--- config.mk ---
export PLATFORM = sky130hd
export DESIGN_NAME = scp_port
export DESIGN_NICKNAME = d
export VERILOG_FILES = /design/src/hw/scp_pkg.sv /design/src/hw/scp_port.sv
export SDC_FILE = /design/constraint.sdc
export NUM_CORES = 1
export LEC_CHECK = 0
export BUFFER_PORTS_ARGS = -buffer_cell sky130_fd_sc_hd__buf_2
export CAP_MARGIN = 20
export CORE_ASPECT_RATIO = 1.4
export CORE_MARGIN = 4
export CORE_UTILIZATION = 45
export CTS_BUF_LIST = sky130_fd_sc_hd__clkbuf_2
export CTS_CLUSTER_SIZE = 30
export DETAILED_ROUTE_END_ITERATION = 6
export GPL_ROUTABILITY_DRIVEN = 0
export SYNTH_ARGS = -nofsm -noshare
export SYNTH_HDL_FRONTEND = slang
export SYNTH_SLANG_ARGS = --single-unit
--- constraint.sdc ---
create_clock -name clk_sys_i -period 4.4 [get_ports clk_sys_i]
set_input_delay 0.22 -clock clk_sys_i [delete_from_list [all_inputs] [get_ports clk_sys_i]]
set_output_delay 0.22 -clock clk_sys_i [all_outputs]
set_load 0.01 [all_outputs]
--- src/hw/scp_pkg.sv ---
// package: constants, types and helpers of the serial configuration command port
package scp_pkg;

    typedef enum logic [1:0] {SCP_STOP, SCP_RUN, SCP_POLL, SCP_MODBUS} scp_mode_t;

    typedef struct packed {
        logic [7:0] baud_h;
        logic [1:0] parity;
        logic [3:0] data_bits;
        logic [1:0] stop_bits;
    } scp_line_t;

    typedef struct packed {
        logic        psel;
        logic        penable;
        logic        pwrite;
        logic [7:0]  paddr;
        logic [31:0] pwdata;
    } scp_apb_t;

    localparam logic [7:0] OFF_CMD    = 8'h00;
    localparam logic [7:0] OFF_RESULT = 8'h04;
    localparam logic [7:0] OFF_ACTIVE = 8'h08;
    localparam logic [7:0] OFF_STORED = 8'h0C;
    localparam logic [7:0] OFF_ADRDLY = 8'h10;
    localparam logic [7:0] OFF_UPTIME = 8'h14;

    localparam logic [3:0] OP_SMODE   = 4'h1;
    localparam logic [3:0] OP_SERI    = 4'h2;
    localparam logic [3:0] OP_ADDR    = 4'h3;
    localparam logic [3:0] OP_SDELAY  = 4'h4;
    localparam logic [3:0] OP_OPEN    = 4'h5;
    localparam logic [3:0] OP_CLOSE   = 4'h6;
    localparam logic [3:0] OP_TIME    = 4'h7;
    localparam logic [3:0] OP_RESET   = 4'h8;
    localparam logic [3:0] OP_FACTORY = 4'h9;
    localparam logic [3:0] OP_SEND    = 4'hA;
    localparam logic [3:0] OP_STOPOUT = 4'hB;

    localparam logic [1:0] RES_OK      = 2'h0;
    localparam logic [1:0] RES_REJECT  = 2'h1;
    localparam logic [1:0] RES_IGNORED = 2'h2;

    localparam logic [3:0] RPL_NONE   = 4'h0;
    localparam logic [3:0] RPL_VALUE  = 4'h1;
    localparam logic [3:0] RPL_OPENED = 4'h2;
    localparam logic [3:0] RPL_CLOSED = 4'h3;
    localparam logic [3:0] RPL_TIME   = 4'h4;
    localparam logic [3:0] RPL_SEND   = 4'h5;
    localparam logic [3:0] RPL_MODBUS = 4'h6;

    localparam scp_line_t  DEF_LINE  = '{8'hC0, 2'h0, 4'h8, 2'h1};
    localparam scp_mode_t  DEF_MODE  = SCP_STOP;
    localparam logic [7:0] DEF_ADDR  = 8'h00;
    localparam logic [7:0] DEF_DELAY = 8'h0A;

    localparam int unsigned CLK_HZ        = 100_000_000;
    localparam int unsigned DELAY_STEP_MS = 4;
    localparam int unsigned DELAY_STEP_CYC = CLK_HZ / 1000 * DELAY_STEP_MS;
    localparam int unsigned ESC_WAIT_S    = 5;
    localparam int unsigned ESC_WAIT_CYC  = ESC_WAIT_S * CLK_HZ;
    localparam int unsigned SEC_CYC       = CLK_HZ;

    localparam logic [7:0]  MB_FUNC_READ = 8'h03;
    localparam logic [3:0]  MB_REQ_LEN   = 4'h8;
    localparam logic [15:0] MB_CRC_INIT  = 16'hFFFF;
    localparam logic [15:0] MB_CRC_POLY  = 16'hA001;
    localparam logic [7:0]  CH_HASH      = 8'h23;
    localparam logic [7:0]  CH_CR        = 8'h0D;
    localparam logic [7:0]  TIME_WRAP    = 8'h3B;

    function automatic logic [15:0] scp_crc(input logic [15:0] crc, input logic [7:0] b);
        logic [15:0] c;
        c = crc ^ {8'h00, b};
        for (int i = 0; i < 8; i++)
        begin
            c = c[0] ? ((c >> 1) ^ MB_CRC_POLY) : (c >> 1);
        end
        return c;
    endfunction

endpackage

--- src/hw/scp_port.sv ---
// serial configuration command port: command execution, session, uptime, modbus, escape
`timescale 1ns/1ps
module scp_port
    import scp_pkg::*;
#(
    parameter int unsigned DELAY_CYC = DELAY_STEP_CYC,
    parameter int unsigned ESC_CYC   = ESC_WAIT_CYC,
    parameter int unsigned SECOND    = SEC_CYC
)(
    input  wire logic        clk_sys_i,
    input  wire logic        rst_i,
    input  wire scp_apb_t    apb_i,
    output logic             pready_o,
    output logic [31:0]      prdata_o,
    output logic             pslverr_o,
    input  wire logic        mb_valid_i,
    input  wire logic [7:0]  mb_byte_i,
    input  wire logic        mb_end_i,
    input  wire logic        svc_attach_i,
    input  wire logic        svc_valid_i,
    input  wire logic [7:0]  svc_byte_i,
    output scp_line_t        line_o,
    output scp_mode_t        mode_o,
    output logic             reply_go_o,
    output logic [3:0]       reply_code_o,
    output logic [15:0]      mb_start_o,
    output logic [15:0]      mb_count_o,
    output logic             soft_restart_o
);

    scp_mode_t   act_mode;
    scp_mode_t   sto_mode;
    scp_line_t   act_line;
    scp_line_t   sto_line;
    logic [7:0]  sto_addr;
    logic [7:0]  sto_delay;
    logic        session;
    logic        escaped;
    logic [1:0]  res_result;
    logic [3:0]  res_reply;
    logic [7:0]  res_value;
    logic [7:0]  up_s;
    logic [7:0]  up_m;
    logic [7:0]  up_h;
    logic [31:0] sec_cnt;
    logic        pending;
    logic [7:0]  dly_units;
    logic [31:0] dly_sub;
    logic [3:0]  mb_len;
    logic [15:0] mb_crc;
    logic [7:0]  mb_buf [6];
    logic [31:0] esc_cnt;
    logic        hash_seen;

    logic        cmd_wr;
    logic [3:0]  op;
    logic        has_arg;
    logic [7:0]  arg_a;
    logic [7:0]  arg_b;
    logic [7:0]  arg_c;
    logic        own;
    logic        allow;
    logic        seri_ok;
    logic        do_mode;
    logic        do_seri;
    logic        do_addr;
    logic        do_delay;
    logic        do_open;
    logic        do_close;
    logic        do_reset;
    logic        do_fact;
    logic        do_stop;
    logic [1:0]  next_result;
    logic [3:0]  next_reply;
    logic [7:0]  next_value;
    logic        mb_listen;
    logic        mb_hit;
    logic        esc_armed;
    logic        restart;
    logic        reply_start;

    assign cmd_wr  = apb_i.psel & apb_i.penable & apb_i.pwrite & (apb_i.paddr == OFF_CMD);
    assign op      = apb_i.pwdata[3:0];
    assign has_arg = apb_i.pwdata[4];
    assign arg_a   = apb_i.pwdata[15:8];
    assign arg_b   = apb_i.pwdata[23:16];
    assign arg_c   = apb_i.pwdata[31:24];
    assign own     = has_arg & (arg_a == sto_addr);

    always_comb
    begin
        unique case (arg_a)
            8'h03, 8'h06, 8'h0C, 8'h18, 8'h30, 8'h60, 8'hC0: seri_ok = 1'b1;
            default: seri_ok = 1'b0;
        endcase
        seri_ok = seri_ok & (arg_b[1:0] != 2'h3) & (arg_b[7:2] == 6'h00)
                & ((arg_c[3:0] == 4'h7) | (arg_c[3:0] == 4'h8))
                & ((arg_c[7:4] == 4'h1) | (arg_c[7:4] == 4'h2));
    end

    always_comb
    begin
        if (act_mode == SCP_MODBUS && !escaped)
            allow = (op == OP_ADDR);
        else if (act_mode == SCP_RUN)
            allow = (op == OP_STOPOUT);
        else if (act_mode == SCP_POLL && !session)
            allow = ((op == OP_SEND) || (op == OP_OPEN)) && own;
        else
            allow = 1'b1;
    end

    always_comb
    begin
        next_result = RES_OK;
        next_reply  = RPL_NONE;
        next_value  = 8'h00;
        do_mode     = 1'b0;
        do_seri     = 1'b0;
        do_addr     = 1'b0;
        do_delay    = 1'b0;
        do_open     = 1'b0;
        do_close    = 1'b0;
        do_reset    = 1'b0;
        do_fact     = 1'b0;
        do_stop     = 1'b0;
        if (!allow)
            next_result = (act_mode == SCP_MODBUS) ? RES_REJECT : RES_IGNORED;
        else
        begin
            unique case (op)
                OP_SMODE:
                begin
                    do_mode    = has_arg;
                    next_reply = RPL_VALUE;
                    next_value = has_arg ? {6'h00, arg_a[1:0]} : {6'h00, sto_mode};
                end
                OP_SERI:
                begin
                    do_seri     = has_arg & seri_ok;
                    next_result = (has_arg & !seri_ok) ? RES_REJECT : RES_OK;
                    next_reply  = (has_arg & !seri_ok) ? RPL_NONE : RPL_VALUE;
                    next_value  = sto_line.baud_h;
                end
                OP_ADDR:
                begin
                    do_addr    = has_arg;
                    next_reply = RPL_VALUE;
                    next_value = has_arg ? arg_a : sto_addr;
                end
                OP_SDELAY:
                begin
                    do_delay   = has_arg;
                    next_reply = RPL_VALUE;
                    next_value = has_arg ? arg_a : sto_delay;
                end
                OP_OPEN:
                begin
                    do_open     = own;
                    next_result = own ? RES_OK : RES_IGNORED;
                    next_reply  = own ? RPL_OPENED : RPL_NONE;
                    next_value  = sto_addr;
                end
                OP_CLOSE:
                begin
                    do_close   = 1'b1;
                    next_reply = RPL_CLOSED;
                end
                OP_TIME:    next_reply = RPL_TIME;
                OP_RESET:   do_reset = 1'b1;
                OP_FACTORY: do_fact = 1'b1;
                OP_SEND:    next_reply = RPL_SEND;
                OP_STOPOUT: do_stop = 1'b1;
                default:    next_result = RES_REJECT;
            endcase
        end
    end

    assign restart = cmd_wr & do_reset;

    always_ff @(posedge clk_sys_i)
    begin
        if (rst_i)
        begin
            act_mode <= DEF_MODE;
            act_line <= DEF_LINE;
        end
        else if (restart)
        begin
            act_mode <= sto_mode;
            act_line <= sto_line;
        end
        else if (cmd_wr & do_stop & (act_mode == SCP_RUN))
            act_mode <= SCP_STOP;
    end

    always_ff @(posedge clk_sys_i)
    begin
        if (rst_i || (cmd_wr & do_fact))
        begin
            sto_mode  <= DEF_MODE;
            sto_line  <= DEF_LINE;
            sto_addr  <= DEF_ADDR;
            sto_delay <= DEF_DELAY;
        end
        else if (cmd_wr)
        begin
            if (do_mode)
                sto_mode <= scp_mode_t'(arg_a[1:0]);
            if (do_seri)
                sto_line <= '{arg_a, arg_b[1:0], arg_c[3:0], arg_c[5:4]};
            if (do_addr)
                sto_addr <= arg_a;
            if (do_delay)
                sto_delay <= arg_a;
        end
    end

    always_ff @(posedge clk_sys_i)
    begin
        if (rst_i || restart)
            session <= 1'b0;
        else if (cmd_wr & do_open & (act_mode == SCP_POLL))
            session <= 1'b1;
        else if (cmd_wr & do_close)
            session <= 1'b0;
    end

    always_ff @(posedge clk_sys_i)
    begin
        if (rst_i)
        begin
            res_result <= RES_OK;
            res_reply  <= RPL_NONE;
            res_value  <= 8'h00;
        end
        else if (cmd_wr)
        begin
            res_result <= next_result;
            res_reply  <= next_reply;
            res_value  <= next_value;
        end
    end

    always_ff @(posedge clk_sys_i)
    begin
        if (rst_i || restart)
        begin
            sec_cnt <= 32'h0000_0000;
            up_s    <= 8'h00;
            up_m    <= 8'h00;
            up_h    <= 8'h00;
        end
        else if (sec_cnt == 32'(SECOND - 1))
        begin
            sec_cnt <= 32'h0000_0000;
            up_s    <= (up_s == TIME_WRAP) ? 8'h00 : up_s + 8'h01;
            if (up_s == TIME_WRAP)
                up_m <= (up_m == TIME_WRAP) ? 8'h00 : up_m + 8'h01;
            if (up_s == TIME_WRAP && up_m == TIME_WRAP)
                up_h <= up_h + 8'h01;
        end
        else
            sec_cnt <= sec_cnt + 32'h0000_0001;
    end

    assign mb_listen = (act_mode == SCP_MODBUS) & !escaped & (sto_addr != 8'h00);
    assign mb_hit    = mb_listen & mb_end_i & (mb_len == MB_REQ_LEN) & (mb_crc == 16'h0000)
                     & (mb_buf[0] == sto_addr) & (mb_buf[1] == MB_FUNC_READ);

    always_ff @(posedge clk_sys_i)
    begin
        if (rst_i || mb_end_i || !mb_listen)
        begin
            mb_len <= 4'h0;
            mb_crc <= MB_CRC_INIT;
        end
        else if (mb_valid_i)
        begin
            mb_len <= (mb_len == 4'hF) ? mb_len : mb_len + 4'h1;
            mb_crc <= scp_crc(mb_crc, mb_byte_i);
            if (mb_len < 4'h6)
                mb_buf[mb_len[2:0]] <= mb_byte_i;
        end
    end

    always_ff @(posedge clk_sys_i)
    begin
        if (rst_i)
        begin
            mb_start_o <= 16'h0000;
            mb_count_o <= 16'h0000;
        end
        else if (mb_hit)
        begin
            mb_start_o <= {mb_buf[2], mb_buf[3]};
            mb_count_o <= {mb_buf[4], mb_buf[5]};
        end
    end

    assign esc_armed = (esc_cnt == 32'(ESC_CYC));

    always_ff @(posedge clk_sys_i)
    begin
        if (rst_i || !svc_attach_i || act_mode != SCP_MODBUS)
            esc_cnt <= 32'h0000_0000;
        else if (!esc_armed)
            esc_cnt <= esc_cnt + 32'h0000_0001;
    end

    always_ff @(posedge clk_sys_i)
    begin
        if (rst_i || restart)
        begin
            escaped   <= 1'b0;
            hash_seen <= 1'b0;
        end
        else if (svc_valid_i && esc_armed && !escaped)
        begin
            hash_seen <= (svc_byte_i == CH_HASH);
            if (hash_seen && svc_byte_i == CH_CR)
                escaped <= 1'b1;
        end
    end

    assign reply_start = (cmd_wr & (next_reply != RPL_NONE)) | mb_hit;

    always_ff @(posedge clk_sys_i)
    begin
        if (rst_i || restart)
        begin
            pending      <= 1'b0;
            dly_units    <= 8'h00;
            dly_sub      <= 32'h0000_0000;
            reply_go_o   <= 1'b0;
            reply_code_o <= RPL_NONE;
        end
        else if (reply_start)
        begin
            pending      <= 1'b1;
            dly_units    <= (cmd_wr & do_delay) ? arg_a : sto_delay;
            dly_sub      <= 32'h0000_0000;
            reply_go_o   <= 1'b0;
            reply_code_o <= mb_hit ? RPL_MODBUS : next_reply;
        end
        else if (pending && dly_units == 8'h00)
        begin
            pending    <= 1'b0;
            reply_go_o <= 1'b1;
        end
        else
        begin
            reply_go_o <= 1'b0;
            if (pending && dly_sub == 32'(DELAY_CYC - 1))
            begin
                dly_sub   <= 32'h0000_0000;
                dly_units <= dly_units - 8'h01;
            end
            else if (pending)
                dly_sub <= dly_sub + 32'h0000_0001;
        end
    end

    always_ff @(posedge clk_sys_i)
    begin
        if (rst_i)
            soft_restart_o <= 1'b0;
        else
            soft_restart_o <= restart;
    end

    assign line_o   = act_line;
    assign mode_o   = act_mode;
    assign pready_o = 1'b1;

    always_comb
    begin
        pslverr_o = 1'b0;
        unique case (apb_i.paddr)
            OFF_CMD:    prdata_o = 32'h0000_0000;
            OFF_RESULT: prdata_o = {15'h0000, pending, res_value, res_reply, 2'h0, res_result};
            OFF_ACTIVE: prdata_o = {act_line, 9'h000, !mb_listen, escaped, session, 2'h0,
                                    act_mode};
            OFF_STORED: prdata_o = {sto_line, 14'h0000, sto_mode};
            OFF_ADRDLY: prdata_o = {16'h0000, sto_delay, sto_addr};
            OFF_UPTIME: prdata_o = {8'h00, up_h, up_m, up_s};
            default:
            begin
                prdata_o  = 32'h0000_0000;
                pslverr_o = apb_i.psel & apb_i.penable;
            end
        endcase
    end
endmodule

==> results.toml <==
[synth]
syn_area_um2 = 13800
synth_ff_type = "dfxtp_1"
yosys_warnings = 0
yosysTopAreaCell = "dfxtp_1"
synth_seq_cells = 302
ys_seq_area_frac = 0.472
netlist.area_leader.share = 0.368
syn_area_per_cell_um2 = 9.10
synth_edf_count = 48
synth_common_cells = "dfxtp_1 (254), nor2_1 (200), nand2_1 (194)"
synthMostInstantiatedCell = "dfxtp_1"
yosys.cell_types.count = 75
syn_inst = 1520
synth_area_leaders = "dfxtp_1 (37%), edfxtp_1 (10%), nor2_1 (5.4%), nand2_1 (5.3%), xnor2_1 (4.9%)"
synthArstFlopShare = 0
syn-num-nets = 1595

[die]
die-area_um2 = 33600
rows = 75
die_h_um = 215
ios = 155
core-area_um2 = 30100
die_w_um = 156
start_util = 0.459

[worst_setup_path]
crit_arrival_ns = 4.29
ff2ff_setup_slack_ns = 0.91
path_cells = "xnor2_1 -> nand4_1 -> or4_1 -> a21oi_2 -> and3_1 -> mux2i_1 -> dlygate4sd3_1 -> nor2_1"
crit_path_end_kind = "flop"
worst_r2r_path_depth = 8
slowest_stage = "dfxtp_1"
critPathLaunchType = "flop"
crit_path_max_incr_delay_ns = 0.59
worst-path-max-fanout = 10
r2r_start = "sto_addr[1]"
crit_type = "reg2reg"
critPathBufInv = 1
path_delay_family = "simple AND/OR/NAND/NOR gates"
cp_data_required_time_ns = 5.20
r2r-end = "sto_addr[4]"

[finish]
syn2layout_area_growth_pct = 14.9
fin_cells = 2162
drive_gt1_frac = 0.177
final_nets = 1794
num-fill-cells = 2946
multiInputGateArea_um2 = 6830
register_area_um2 = 6530

[pwr]
leakage_nw = 6.00
ir_worst_vdd_uv = 250
powerDensity_nw_per_um2 = 308

[drt]
vias_per_cell = 5.45
drt.antenna.violating_nets = 0
drt_wl_total_um = 37100
first_pass_iters = 6
first_iter_violations = 561
vias = 11800
avgRoutedWirePerCell_um = 17.2
drc = 0

[timing]
max_slew_margin = 0.394
max_freq_mhz = 286
setup_viol = 0
slew_viol_final = 0
rsz0062_at_grt = "no"
fin_worst_skew_ns = 0.0924
post-route-min-period_ns = 3.49
finalCritPeriodShare = 0.794
setup_tns_ns = 0
hold_viol = 0
worst-slew-pin-transition_ns = 0.906

[clock_network]
cts_buffers = 75
clkSlewWorstSetupHoldPaths_ns = 0.13
cts_setup_buffers = 0
h-tree-depth = 3
cts_tree = "built"
post_cts_resized = 0
hold_buffers = 40
cts_root_buffer = "clkbuf_2"
clock_path_buffers = 3
cts_sinks = 302
clock_latency_ns = 0.93

[global_route]
grt_max_degree = 34
overflow = 0
grt_antenna_before_repair = 6
grt_pass1_vias = 11400
gr-usage-all-layers = 0.215
grt_first_pass_wirelength_um = 58700

[hold_path]
whs_path_depth = 7
worstHoldStart = "apb_i[22]"
hold_end = "reply_code_o[1]"
min_path_type = "in2reg"

[status]
status = "finished, final reports clean"

[job]
drv_cap = 0

[place]
dp_cells = 1986
portBuffers = 149
hpwl_um = 26200
[per-layer routing]
layer / share of wire / global-route usage
met5: 0 / 0
met4: 0.036 / 0.0955
met3: 0.052 / 0.0429
met2: 0.51 / 0.384
met1: 0.40 / 0.245
[how the worst max path moves through the flow]
| stage | depth (start not counted) | slack, ns | start | end |
|---|---|---|---|---|
| 2_1_floorplan | 6 | 1.71 | sto_addr[5] | mb_buf[4][0] |
| 6_report | 8 | 0.91 | sto_addr[1] | sto_addr[4] |
| 3_3_place_gp | 10 | 1.30 | apb_i[33] | line_o[14] |
| 3_5_place_dp | 10 | 1.28 | apb_i[33] | line_o[14] |
| 4_1_cts | 8 | 0.98 | sto_addr[1] | sto_addr[0] |
| 5_1_grt | 8 | 0.72 | sto_addr[1] | sto_addr[4] |
[cells by family (layout without fill, tap and decap cells)]
group,after synthesis,after routing,share of synthesized area
flops,302,302,0.472
xor+xnor,155,155,0.100
simple gates,679,679,0.242
other cells,2,9,0.000543
buf+inv,110,360,0.0347
compound gates,204,204,0.0993
mux,58,58,0.0420
fa+ha+maj,10,10,0.00905
[power by group]
part | switching (mW) | internal [mW]
combinational | 0.142 | 0.0949
sequential | 0.00242 | 2.80
clock | 1.14 | 0.708
[layout make-up]
class,count,share of cell area
sequential,302,0.411
antenna,7,0.00110
multi-input combinational,1108,0.430
tap,385,0.0303
inverter,26,0.00646
clock inverter,22,0.00811
timing repair buffer,206,0.0801
clock buffer,106,0.0334
[through the flow]
step           cell area, um2  total power, mW  utilization  setup slack (ns)  hold WS [ns]
2_1_floorplan           13800             3.01            -              1.71         0.319
3_3_place_gp            14800             3.08        0.491              1.30         0.437
3_5_place_dp            14800             3.08        0.492              1.28         0.443
4_1_cts                 15900             4.97        0.527             0.977        0.0217
5_1_grt                 15900             5.13        0.528             0.720        0.0919
6_report                15900             4.89        0.528             0.907        0.0967
[state kept, by name, indices dropped and copies added, names as in the netlist, 16 cells and up]
| signal | cells |
|---|---|
| mb_start_o | 16 |
| mb_crc | 16 |
| esc_cnt | 32 |
| mb_count_o | 16 |
| sto_line | 16 |
| line_o | 16 |
| sec_cnt | 32 |
| mb_buf | 48 |
| dly_sub | 32 |
[placed cells by master (no fill, tap or decap), types with 6 or more instances in the layout]
master,n
a22o_1,21
nand4_1,32
nand2b_1,15
nor4_1,21
o21ai_0,40
nor2b_1,6
edfxtp_1,48
a22oi_1,16
dfxtp_1,254
a222oi_1,8
or2_2,6
and3_1,29
nand2_1,194
nor4b_1,16
inv_1,25
or3_1,11
nor2_1,200
dlygate4sd3_1,40
buf_4,16
xor2_1,75
nor3_1,39
clkinv_1,13
xnor2_1,78
a21oi_1,66
nand3_1,51
a221o_1,6
and2_1,6
mux2i_1,58
clkbuf_2,106
buf_2,149
ha_1,10
diode_2,7
or4_1,7
a31oi_1,6
nor3b_1,11
[worst register-to-register path: stages (launching register included)]
cell and delay, ns:
dfxtp_1 0.59, xnor2_1 0.17, nand4_1 0.19, or4_1 0.59, a21oi_2 0.46, and3_1 0.55, mux2i_1 0.23, dlygate4sd3_1 0.56
nor2_1 0.04
Power figures use the tool's default switching activity.
